<file path="src/pkg/oscctl_pkg.sv">
// Shared constants, types and register layout of the oscillator control block.
package oscctl_pkg;

   // ****************************************************************
   // Register map and fields
   // ****************************************************************
   localparam int         ADDR_W        = 8;
   localparam logic [7:0] CTRL_OFFSET   = 8'h00;
   localparam logic [7:0] STATUS_OFFSET = 8'h04;
   localparam logic [7:0] CTRL_RESET    = 8'h00;
   localparam logic [7:0] CTRL_WMASK    = 8'hb6;
   localparam int         EN_BIT        = 7;
   localparam int         KEEP_BIT      = 5;
   localparam int         SEL_BIT       = 4;
   localparam int         RANGE_BIT     = 2;
   localparam int         GAIN_BIT      = 1;
   localparam int         INIT_BIT      = 0;

   // ****************************************************************
   // Bus encodings
   // ****************************************************************
   localparam logic [1:0] HTRANS_NONSEQ = 2'h2;
   localparam logic [2:0] HSIZE_WORD    = 3'h2;
   localparam logic       HRESP_OKAY    = 1'h0;

   // ****************************************************************
   // Startup counter
   // ****************************************************************
   localparam int          CNT_W         = 13;
   localparam logic [12:0] STARTUP_COUNT = 13'h1000;
   localparam logic [12:0] CNT_RESET     = 13'h0000;

   // ****************************************************************
   // Types
   // ****************************************************************
   typedef enum logic [1:0] {
      OSC_OFF     = 2'b00,
      OSC_STARTUP = 2'b01,
      OSC_STABLE  = 2'b10,
      OSC_EXTCLK  = 2'b11
   } oscctl_state_t;

   typedef struct packed {
      logic ampEnable;
      logic pinsCoupled;
      logic drivePinUsed;
      logic highFreq;
      logic highGain;
      logic gainLoop;
      logic diffBuffer;
      logic minCurrent;
   } oscctl_analog_t;

   localparam oscctl_analog_t ANALOG_RESET = 8'h01;

endpackage

</file>
<file path="src/hw/oscctl_startup_counter.sv">
// Counter of raw resonator clock edges that flags the end of startup.
`timescale 1ns/1ps
module oscctl_startup_counter (
   input  wire logic core_clk,
   input  wire logic nrst,
   input  wire logic clkEn,
   input  wire logic clear,
   input  wire logic tick,
   output logic      startupCountDone
);

   logic [oscctl_pkg::CNT_W-1:0] count_reg;
   logic                         done_reg;

   // ****************************************************************
   // Edge counter
   // ****************************************************************
   always_ff @(posedge core_clk or negedge nrst) begin
      if (!nrst) begin
         count_reg <= oscctl_pkg::CNT_RESET;
      end else if (clkEn) begin
         if (clear) begin
            count_reg <= oscctl_pkg::CNT_RESET;
         end else if (tick && (count_reg != oscctl_pkg::STARTUP_COUNT)) begin
            count_reg <= count_reg + 13'h0001;
         end
      end
   end

   always_ff @(posedge core_clk or negedge nrst) begin
      if (!nrst) begin
         done_reg <= 1'b0;
      end else if (clkEn) begin
         done_reg <= !clear && (count_reg == oscctl_pkg::STARTUP_COUNT);
      end
   end

   assign startupCountDone = done_reg;
endmodule

</file>
<file path="src/hw/oscctl_top.sv">
// Oscillator enable, startup sequencing and mode control with its register slave.
//
// Functional notes
// - The enable is on when the clock generator asks, or when software enables and the MCU is not in stop or stop keep-alive is set.
// - Whenever the enable is low the block goes to the off state.
// - In the off state the raw clock and the output clock are held static.
// - In the off state the pins are decoupled and the analog core draws minimum current.
// - A rising enable with the oscillator selected enters startup, amplifier on, output withheld.
// - Raw clock edges are counted and the output stays gated until 4096 have been seen.
// - Enable high, oscillator selected and count done means the stable state with the raw clock passed out.
// - Enable high with the external source selected buffers the crystal input pin to the output, skipping the count.
// - Range bit picks low or high frequency, gain bit picks high-gain inverter or low-power gain loop.
// - The differential input buffer is used only in high-frequency low-power mode.
// - Oscillator mode uses both crystal pins, external clock mode only the input pin.
// - A read-only init-done bit shows completion of the startup count and reads 0 before that.
// - Output select 0 picks the external clock on the input pin, 1 the internal oscillator.
`timescale 1ns/1ps
module oscctl_top (
   input  wire logic                  core_clk,
   input  wire logic                  nrst,
   input  wire logic                  clkEn,
   input  wire logic                  hsel,
   input  wire logic [31:0]           haddr,
   input  wire logic [1:0]            htrans,
   input  wire logic                  hwrite,
   input  wire logic [2:0]            hsize,
   input  wire logic [31:0]           hwdata,
   input  wire logic                  hready,
   output logic                       hreadyout,
   output logic                       hresp,
   output logic [31:0]                hrdata,
   input  wire logic                  clockGenRequest,
   input  wire logic                  mcuStop,
   input  wire logic                  rawResonatorClock,
   input  wire logic                  crystalInputPin,
   output logic                       moduleOutputClock,
   output logic                       rawClockGated,
   output logic                       initDoneFlag,
   output logic                       oscEnable,
   output oscctl_pkg::oscctl_analog_t analogCtrl
);

   logic [7:0]                  ctrl_reg;
   logic [7:0]                  ctrl_next;
   oscctl_pkg::oscctl_state_t   state_reg;
   oscctl_pkg::oscctl_state_t   state_next;
   logic                        dphWrite_reg;
   logic [oscctl_pkg::ADDR_W-1:0] dphAddr_reg;
   logic [31:0]                 hrdata_reg;
   logic                        rawS1_reg;
   logic                        rawS2_reg;
   logic                        rawS3_reg;
   logic                        extS1_reg;
   logic                        extS2_reg;
   logic                        outClk_reg;
   logic                        rawGated_reg;
   oscctl_pkg::oscctl_analog_t  analog_reg;
   oscctl_pkg::oscctl_analog_t  analog_next;
   logic                        enable;
   logic                        takeAddr;
   logic                        countDone;
   logic                        countClear;
   logic                        oscPathNext;

   // ****************************************************************
   // Helpers
   // ****************************************************************
   function automatic logic oscOn(input oscctl_pkg::oscctl_state_t s);
      oscOn = (s == oscctl_pkg::OSC_STARTUP) || (s == oscctl_pkg::OSC_STABLE);
   endfunction

   function automatic logic [31:0] regRead(input logic [oscctl_pkg::ADDR_W-1:0] a,
                                           input logic [7:0] c,
                                           input logic d,
                                           input oscctl_pkg::oscctl_state_t s,
                                           input logic e);
      regRead = 32'h00000000;
      if (a == oscctl_pkg::CTRL_OFFSET) begin
         regRead[7:0] = c & oscctl_pkg::CTRL_WMASK;
         regRead[oscctl_pkg::INIT_BIT] = d;
      end else if (a == oscctl_pkg::STATUS_OFFSET) begin
         regRead[1:0] = s;
         regRead[2] = e;
         regRead[3] = d;
      end
   endfunction

   // ****************************************************************
   // Pin synchronisers
   // ****************************************************************
   always_ff @(posedge core_clk or negedge nrst) begin
      if (!nrst) begin
         rawS1_reg <= 1'b0;
         rawS2_reg <= 1'b0;
         rawS3_reg <= 1'b0;
      end else if (clkEn) begin
         rawS1_reg <= rawResonatorClock;
         rawS2_reg <= rawS1_reg;
         rawS3_reg <= rawS2_reg;
      end
   end

   always_ff @(posedge core_clk or negedge nrst) begin
      if (!nrst) begin
         extS1_reg <= 1'b0;
         extS2_reg <= 1'b0;
      end else if (clkEn) begin
         extS1_reg <= crystalInputPin;
         extS2_reg <= extS1_reg;
      end
   end

   // ****************************************************************
   // Register slave
   // ****************************************************************
   assign takeAddr = hsel && hready && clkEn && (htrans == oscctl_pkg::HTRANS_NONSEQ)
                     && (hsize == oscctl_pkg::HSIZE_WORD);

   always_comb begin
      ctrl_next = ctrl_reg;
      if (dphWrite_reg && (dphAddr_reg == oscctl_pkg::CTRL_OFFSET)) begin
         ctrl_next = (ctrl_reg & ~oscctl_pkg::CTRL_WMASK)
                     | (hwdata[7:0] & oscctl_pkg::CTRL_WMASK);
      end
   end

   always_ff @(posedge core_clk or negedge nrst) begin
      if (!nrst) begin
         ctrl_reg <= oscctl_pkg::CTRL_RESET;
      end else if (clkEn) begin
         ctrl_reg <= ctrl_next;
      end
   end

   always_ff @(posedge core_clk or negedge nrst) begin
      if (!nrst) begin
         dphWrite_reg <= 1'b0;
         dphAddr_reg  <= 8'h00;
      end else if (clkEn) begin
         dphWrite_reg <= takeAddr && hwrite;
         dphAddr_reg  <= haddr[oscctl_pkg::ADDR_W-1:0];
      end
   end

   always_ff @(posedge core_clk or negedge nrst) begin
      if (!nrst) begin
         hrdata_reg <= 32'h00000000;
      end else if (takeAddr && !hwrite) begin
         hrdata_reg <= regRead(haddr[oscctl_pkg::ADDR_W-1:0], ctrl_next, countDone,
                               state_next, enable);
      end
   end

   assign hreadyout = clkEn;
   assign hresp     = oscctl_pkg::HRESP_OKAY;
   assign hrdata    = hrdata_reg;

   // ****************************************************************
   // Enable decode and state machine
   // ****************************************************************
   assign enable = clockGenRequest || (ctrl_reg[oscctl_pkg::EN_BIT]
                   && (!mcuStop || ctrl_reg[oscctl_pkg::KEEP_BIT]));

   always_comb begin
      case (enable)
         1'b0: state_next = oscctl_pkg::OSC_OFF;
         default: begin
            if (!ctrl_reg[oscctl_pkg::SEL_BIT]) begin
               state_next = oscctl_pkg::OSC_EXTCLK;
            end else if (countDone) begin
               state_next = oscctl_pkg::OSC_STABLE;
            end else begin
               state_next = oscctl_pkg::OSC_STARTUP;
            end
         end
      endcase
   end

   always_ff @(posedge core_clk or negedge nrst) begin
      if (!nrst) begin
         state_reg <= oscctl_pkg::OSC_OFF;
      end else if (clkEn) begin
         state_reg <= state_next;
      end
   end

   // ****************************************************************
   // Startup counter
   // ****************************************************************
   assign oscPathNext = oscOn(state_next);
   assign countClear  = !oscPathNext;

   oscctl_startup_counter u_counter (
      .core_clk         (core_clk),
      .nrst             (nrst),
      .clkEn            (clkEn),
      .clear            (countClear),
      .tick             (rawS2_reg && !rawS3_reg && oscOn(state_reg)),
      .startupCountDone (countDone)
   );

   // ****************************************************************
   // Clock outputs
   // ****************************************************************
   always_ff @(posedge core_clk or negedge nrst) begin
      if (!nrst) begin
         outClk_reg   <= 1'b0;
         rawGated_reg <= 1'b0;
      end else if (clkEn) begin
         case (state_next)
            oscctl_pkg::OSC_STABLE: outClk_reg <= rawS2_reg;
            oscctl_pkg::OSC_EXTCLK: outClk_reg <= extS2_reg;
            default:                outClk_reg <= 1'b0;
         endcase
         rawGated_reg <= oscPathNext && rawS2_reg;
      end
   end

   // ****************************************************************
   // Analog mode controls
   // ****************************************************************
   always_comb begin
      analog_next              = oscctl_pkg::ANALOG_RESET;
      analog_next.ampEnable    = oscPathNext;
      analog_next.pinsCoupled  = (state_next != oscctl_pkg::OSC_OFF);
      analog_next.drivePinUsed = oscPathNext;
      analog_next.highFreq     = ctrl_reg[oscctl_pkg::RANGE_BIT];
      analog_next.highGain     = ctrl_reg[oscctl_pkg::GAIN_BIT];
      analog_next.gainLoop     = oscPathNext && !ctrl_reg[oscctl_pkg::GAIN_BIT];
      analog_next.diffBuffer   = oscPathNext && ctrl_reg[oscctl_pkg::RANGE_BIT]
                                 && !ctrl_reg[oscctl_pkg::GAIN_BIT];
      analog_next.minCurrent   = (state_next == oscctl_pkg::OSC_OFF);
   end

   always_ff @(posedge core_clk or negedge nrst) begin
      if (!nrst) begin
         analog_reg <= oscctl_pkg::ANALOG_RESET;
      end else if (clkEn) begin
         analog_reg <= analog_next;
      end
   end

   assign moduleOutputClock = outClk_reg;
   assign rawClockGated     = rawGated_reg;
   assign initDoneFlag      = countDone;
   assign oscEnable         = enable;
   assign analogCtrl        = analog_reg;
endmodule

</file>
<file path="config.mk">
export PLATFORM = sky130hd
export DESIGN_NAME = oscctl_top
export DESIGN_NICKNAME = d
export VERILOG_FILES = /design/src/pkg/oscctl_pkg.sv /design/src/hw/oscctl_startup_counter.sv /design/src/hw/oscctl_top.sv
export SDC_FILE = /design/constraint.sdc
export NUM_CORES = 1
export LEC_CHECK = 0
export ABC_AREA = 1
export CAP_MARGIN = 20
export CORE_MARGIN = 5
export CORE_UTILIZATION = 41
export CTS_CLUSTER_DIAMETER = 150
export DETAILED_ROUTE_END_ITERATION = 16
export DONT_BUFFER_PORTS = 1
export SYNTH_ARGS = -nofsm -noshare
export SYNTH_HDL_FRONTEND = slang
export SYNTH_SLANG_ARGS = --single-unit
</file>
<file path="constraint.sdc">
create_clock -name core_clk -period 2.56 [get_ports core_clk]
set_input_delay 0.384 -clock core_clk [delete_from_list [all_inputs] [get_ports core_clk]]
set_output_delay 0.384 -clock core_clk [all_outputs]
set_load 0.03 [all_outputs]
</file>
==> results of run 1 <==
-- area by class of cell --
cell class	instances	area (um^2)	share of cell area [%]
timing repair buffer	4	52.6	1.80
clock inverter	3	27.5	0.942
clock buffer	5	68.8	2.36
inverter	46	173	5.91
multi-input combinational	280	1220	41.8
tap	80	100	3.43
sequential	51	1280	43.7
-- cells in the final DEF, fill, tap and decap left out, types with 2 or more instances in the layout --
cell | synthesis | routed
sky130_fd_sc_hd__nand2_4 | 2 | 2
sky130_fd_sc_hd__clkbuf_8 | 0 | 5
sky130_fd_sc_hd__nand3_1 | 37 | 37
sky130_fd_sc_hd__nand2_1 | 138 | 138
sky130_fd_sc_hd__conb_1 | 1 | 26
sky130_fd_sc_hd__inv_1 | 45 | 45
sky130_fd_sc_hd__ha_1 | 5 | 5
sky130_fd_sc_hd__nor2_1 | 35 | 35
sky130_fd_sc_hd__buf_4 | 28 | 2
sky130_fd_sc_hd__nand3b_1 | 2 | 2
sky130_fd_sc_hd__o21ai_0 | 24 | 24
sky130_fd_sc_hd__nor2_2 | 2 | 2
sky130_fd_sc_hd__dfrtp_1 | 50 | 50
sky130_fd_sc_hd__nor3_1 | 3 | 3
-- final timing paths --
check	depth (start not counted)	slack, ns	startpoint	to
min reg2reg	2	0.48	rawS1_reg	rawS1_reg
min in group asynchronous	2	0.56	nrst	dphAddr_reg[4]
min	1	0.17	clkEn	ctrl_reg[4]
max reg2reg	10	0.49	ctrl_reg[5]	u_counter.count_reg[10]
max	10	0.49	ctrl_reg[5]	u_counter.count_reg[10]
max in group asynchronous	2	1.70	nrst	analogCtrl[0]
-- power by group through the flow --
stage	clock, mW	combinational, mW	sequential [mW]
global route	0.561	0.312	0.977
floorplan	0	0.269	0.963
detailed placement	0	0.252	0.983
global placement	0	0.247	0.982
finish	0.497	0.270	0.967
CTS	0.522	0.275	0.968
-- through the flow --
stage,hold slack [ns],std cells
2_1_floorplan,0.0884,413
3_5_place_dp,0.0893,459
6_report,0.171,469
3_3_place_gp,0.0896,459
5_1_grt,0.135,469
4_1_cts,0.149,469
-- cells by family after synthesis --
kind of cell / count (synthesis) / synth area share, %
xor gates and xnor gates: 1 / 0.310
adders and majority gates: 5 / 2.21
other: 1 / 0.133
and+or+nand+nor: 221 / 32.2
DFF: 51 / 45.2
AOI/OAI and AO/OA: 27 / 5.00
buffers and inverters: 82 / 14.9
-- metal layers --
layer / routed length [um] / vias to the layer above / GRT usage [%]
li1: - / 1138 / -
met1: 2710 / 973 / 18.4
met2: 2440 / 58 / 22.0
met3: 414 / 2 / 4.51
met4: 29 / 0 / 3.66
met5: 0 / - / 0
-- timing repair --
action / CTS / global route
hold buffers: 2 / 0
hold endpoints to repair: 51 / 0
setup endpoints to repair: 0 / 0
==> results by group, run 1 <==
Status
  • Status: finished, final reports clean

Worst setup path
  • Master of the slowest instance on the critical path: sky130_fd_sc_hd__ha_1
  • Family of cells with the greatest summed delay on the critical path: simple AND/OR/NAND/NOR gates
  • Worst Setup Start Kind: register
  • Critical path required time: 2.81 ns
  • Critical Path AT: 2.32 ns
  • List of cells traversed by the critical path: inv_1 > nand2_1 > nand2_1 > nand2_1 > o21ai_0 > ha_1 > nand2_1 > nor2_1 > nand3_1 > nand2_1
  • Stage delay of the slowest cell on the critical path: 0.46 ns
  • Peak fanout along the critical path: 6
  • Bufs and invs on worst path: 1
  • Critical Path End Type: register
  • Cell occurring most often along the worst timing path: sky130_fd_sc_hd__nand2_1
  • WS Path Type: register to register

Floorplanning
  • Core Area: 0.00676 mm^2
  • Vertical die dimension: 93.1 um
  • Number of top-level pins: 125
  • Effective utilization at floorplan: 41.9%
  • Full die area: 0.00866 mm^2
  • Chip Width: 93.1 um
  • FP Rows: 30

STA
  • Count of final max-slew check failures: 0
  • Slew Limit Headroom: 62.2%
  • Tmin final: 2.07 ns
  • Total of endpoints with negative setup slack in the final report: 0
  • Final period utilization: 80.7%
  • Setup ws final: 0.493 ns
  • Final clock skew: 0.00418 ns
  • Tightest Pin Transition: 0.567 ns
  • Final total negative setup slack: 0 ns
  • Peak Freq: 0.484 GHz
  • Number of endpoints with negative hold slack in the final report: 0
  • RSZ-0062 raised after global routing: false

Layout
  • Final Instance Area: 0.00292 mm^2
  • Layout cell share with drive strength beyond 1: 4.37%
  • Area added between synthesis and finish: 3.27%
  • Core Util, Final: 43.2%
  • Fillcell total: 702
  • # nets final: 472
  • Flip-flop count of the largest register, all copies and words added: 13
  • # diodes: 0

Global route
  • Tot GR Track Use: 13.9%
  • Number of global-route vias before repair: 2169
  • Antenna violations before repair: 0
  • Pin count of the biggest net entering global routing: 52
  • Final global-route overflow total: 0
  • Wire length of the first global-routing pass: 9870 um

Power
  • Post-route total power: 1.73 mW
  • Clock power frac: 28.7%
  • Cell Pwr Density: 593 mW/mm^2
  • Sequential Power Share: 55.8%
  • Comb power frac: 15.6%
  • Power Internal: 1.14 mW
  • Static leakage power: 1.56 nW
  • Switching power of the nets: 590 uW
  • Net Sw Frac: 34.0%
  • Worst-case vdd ir drop: 0.358 mV

Logic synthesis
  • Top-area cell type share of the netlist area: 44.2%
  • Synth area leaders: sky130_fd_sc_hd__dfrtp_1 (44%), sky130_fd_sc_hd__nand2_1 (18%), sky130_fd_sc_hd__buf_4 (7.4%)
  • Synth Instances: 388
  • Number of enable-type register cells in the synthesized netlist: 0
  • Yosys warnings: 0
  • Mean instance size in the synthesized netlist: 7.29 um^2
  • Number of synthesized register bits: 51
  • Flip-flop cell with the highest count after synthesis: sky130_fd_sc_hd__dfrtp_1
  • Cell area after synthesis: 0.00283 mm^2
  • Number of distinct library cells after synthesis: 24
  • Most frequent cell after synthesis: sky130_fd_sc_hd__nand2_1
  • Sequential-to-total area share from yosys stat: 45.2%
  • Leading cell types by count after synthesis: sky130_fd_sc_hd__nand2_1 (138), sky130_fd_sc_hd__dfrtp_1 (50), sky130_fd_sc_hd__inv_1 (45)
  • Synth area leader: sky130_fd_sc_hd__dfrtp_1
  • Post-synth ARST share: 100%

Clock tree
  • Post-cts repair resize count: 0
  • Number of setup buffers added after CTS: 0
  • Clock slew at the register clock pins of the worst setup and hold paths: 0.10 ns
  • CTS Buffer Depth: 2
  • Number of clock buffers inserted by TritonCTS: 5
  • H-tree Lvls: 2
  • Number of clock sinks seen by CTS: 51
  • Insertion delay of the later-clocked pin in the worst-skew pair: 0.31 ns
  • Cell at the root of the clock tree: sky130_fd_sc_hd__clkbuf_8
  • Clock tree from TritonCTS: yes

Route
  • First-iteration detailed-routing DRC count: 81
  • Routed Wire Length: 5590 um
  • Final ANT Viol Nets: 0
  • Drt pass-1 iters: 4
  • Via count normalized by instance count: 4.63
  • Total number of vias: 2171
  • Post-detailed-route wirelength per cell: 11.9 um
  • DRC violations left: 0

Place
  • Sum of net half-perimeters after detailed placement: 4040 um
  • Weighted congestion at the end of routability-driven global placement: 0.809
  • Area after DPL: 0.00279 mm^2
  • Post-placement worst setup slack: 0.500 ns
  • Buffers on Ports: 0

Min path
  • Hold Path Class: input pin to register

Flow run
  • Max-cap violations: 0
(Power assumes the default switching activity.)
==> inputs of run 2 (changes only) <==
clock period = 2.12 ns   (was 2.56 ns; I/O delays follow)
==> run 2 against run 1 <==
Effect of this change:
- register-to-register slack worse by 0.22 ns
- highest routed layer unchanged
- clock-buffer cell count grew 1
- worst setup slack got worse by 0.22 ns
- cell count is 0.21% higher
- combinational power up 24%
- first-iteration DRC count up 47%
- die area did not move
- fmax rose by 12%
- hold slack got worse by 0.076 ns
- critical path depth unchanged
==> results by group, run 2 (same netlist as run 1, synthesis figures left out) <==
Place
  • Buffers on Ports: 0
  • Sum of net half-perimeters after detailed placement: 4030 um
  • Weighted congestion at the end of routability-driven global placement: 0.844

Route
  • Routed Wire Length: 5690 um
  • Via count normalized by instance count: 4.68
  • DRC violations left: 0
  • Post-detailed-route wirelength per cell: 12.1 um
  • Total number of vias: 2201
  • First-iteration detailed-routing DRC count: 119
  • Final ANT Viol Nets: 0
  • Drt pass-1 iters: 4

Worst setup path
  • WS Path Type: register to register
  • List of cells traversed by the critical path: inv_1 > nand2_1 > nand2_1 > nand2_1 > o21ai_1 > ha_2 > nand2_1 > nor2_2 > nand3_1 > nand2_1
  • Master of the slowest instance on the critical path: sky130_fd_sc_hd__ha_2
  • Critical Path AT: 2.09 ns
  • Worst Setup Start Kind: register
  • Cell occurring most often along the worst timing path: sky130_fd_sc_hd__nand2_1
  • Reg2reg setup slack: 0.28 ns
  • Critical register-to-register path startpoint: ctrl_reg[5]
  • Peak fanout along the critical path: 6
  • Critical Path End Type: register
  • CP startpoint: ctrl_reg[5]
  • Critical path required time: 2.36 ns
  • Stage delay of the slowest cell on the critical path: 0.44 ns

Power
  • Static leakage power: 1.56 nW
  • Cell Pwr Density: 711 mW/mm^2
  • Post-route total power: 2.08 mW
  • Worst-case vdd ir drop: 0.464 mV

Min path
  • Hold Path Class: input pin to register
  • Start point of the worst hold path: clkEn

STA
  • Total of endpoints with negative setup slack in the final report: 0
  • Number of endpoints with negative hold slack in the final report: 0
  • RSZ-0062 raised after global routing: false
  • Final period utilization: 86.9%
  • Final clock skew: 0.0116 ns
  • Final total negative setup slack: 0 ns
  • Count of final max-slew check failures: 0
  • Slew Limit Headroom: 62.2%
  • Tightest Pin Transition: 0.566 ns
  • Peak Freq: 0.543 GHz
  • Tmin final: 1.84 ns

Layout
  • Flip-flop count of the largest register, all copies and words added: 13
  • # nets final: 473
  • # diodes: 0
  • Commonest cells after routing, fill and taps aside: sky130_fd_sc_hd__nand2_1 (138), sky130_fd_sc_hd__dfrtp_1 (50), sky130_fd_sc_hd__inv_1 (45)
  • Layout cell share with drive strength beyond 1: 4.87%
  • Area added between synthesis and finish: 3.45%
  • Most common cell after layout, fill and taps aside: sky130_fd_sc_hd__nand2_1

Flow run
  • Max-cap violations: 0

Global route
  • Pin count of the biggest net entering global routing: 52
  • Number of global-route vias before repair: 2024
  • Antenna violations before repair: 0
  • Tot GR Track Use: 13.6%
  • Wire length of the first global-routing pass: 9480 um
  • Final global-route overflow total: 0

Clock tree
  • Number of setup buffers added after CTS: 0
  • Insertion delay of the later-clocked pin in the worst-skew pair: 0.31 ns
  • Number of clock sinks seen by CTS: 51
  • Cell at the root of the clock tree: sky130_fd_sc_hd__clkbuf_8
  • CTS Buffer Depth: 2
  • Clock slew at the register clock pins of the worst setup and hold paths: 0.10 ns
  • H-tree Lvls: 2
  • Clock tree from TritonCTS: yes
  • Number of clock buffers inserted by TritonCTS: 5

Floorplanning
  • Full die area: 0.00866 mm^2
  • Effective utilization at floorplan: 41.9%
  • Core Area: 0.00676 mm^2
  • Chip Width: 93.1 um
  • Vertical die dimension: 93.1 um
  • FP Rows: 30
  • Number of top-level pins: 125

Status
  • Status: finished, final reports clean
run 2: changes by cell type in the layout (fill, tap and decap cells not counted), sizes merged:
| cell | change |
|---|---|
| inv | -1 |
| clkbuf | +1 |
| buf | +1 |
run 2: power by group:
group          internal [mW]  leakage, nW  total [mW]  switching (mW)
registers               1.05        0.667        1.17           0.116
clock network          0.238       0.0418       0.578           0.340
logic                 0.0874        0.849       0.335           0.248
total                   1.38         1.56        2.08           0.704
run 2: final timing paths:
path,cells after the start,to
worst max-delay path,10,u_counter.count_reg[10]
worst min register to register,2,extS1_reg
min in group asynchronous,2,ctrl_reg[1]
worst max register to register,10,u_counter.count_reg[10]
worst min-delay path,1,ctrl_reg[5]
max in group asynchronous,2,analogCtrl[0]
run 2: routing by layer:
metal	GRT usage (%)	up-vias	wire [um]	share of wire, %
li1	-	1141	-	-
met1	18.3	999	2730	48
met2	21.1	55	2510	44
met3	4.02	6	381	6.7
met4	4.03	0	71	1.2
met5	0	-	0	0
run 2: repair_timing:
| action | 4_1_cts | 5_1_grt |
|---|---|---|
| endpoints found under the setup margin | 0 | 7 |
| endpoints found under the hold margin | 51 | 0 |
| gates resized for setup | 0 | 3 |
| hold buffers | 2 | 0 |
run 2: critical path: cells and delay by family (launching register included):
kind / cells / cell delay, ns
and+or+nand+nor: 7 / 0.77
buffers and inverters: 1 / 0.06
adders and majority gates: 1 / 0.44
AOI/OAI and AO/OA: 1 / 0.16
DFF: 1 / 0.33
run 2: layout make-up:
| type | count | area [um^2] |
|---|---|---|
| Tap cell | 80 | 100 |
| Timing Repair Buffer | 5 | 60.1 |
| Sequential cell | 51 | 1280 |
| Clock inverter | 2 | 16.3 |
| Multi-Input combinational cell | 280 | 1230 |
| Fill cell | 690 | 3830 |
| Clock buffer | 6 | 72.6 |
| Inverter | 46 | 173 |
run 2: per-stage QoR:
| stage | cell area [um^2] | cells | hold slack (ns) | setup WS, ns | util, % |
|---|---|---|---|---|---|
| floorplan | 2920 | 413 | 0.0224 | 0.190 | - |
| global placement | 2800 | 460 | 0.0236 | 0.0968 | 41.4 |
| detailed placement | 2800 | 460 | 0.0236 | 0.0662 | 41.4 |
| CTS | 2920 | 470 | 0.0816 | 0.0138 | 43.2 |
| global route | 2930 | 470 | 0.0811 | 0.0633 | 43.3 |
| finish | 2930 | 470 | 0.0950 | 0.277 | 43.3 |
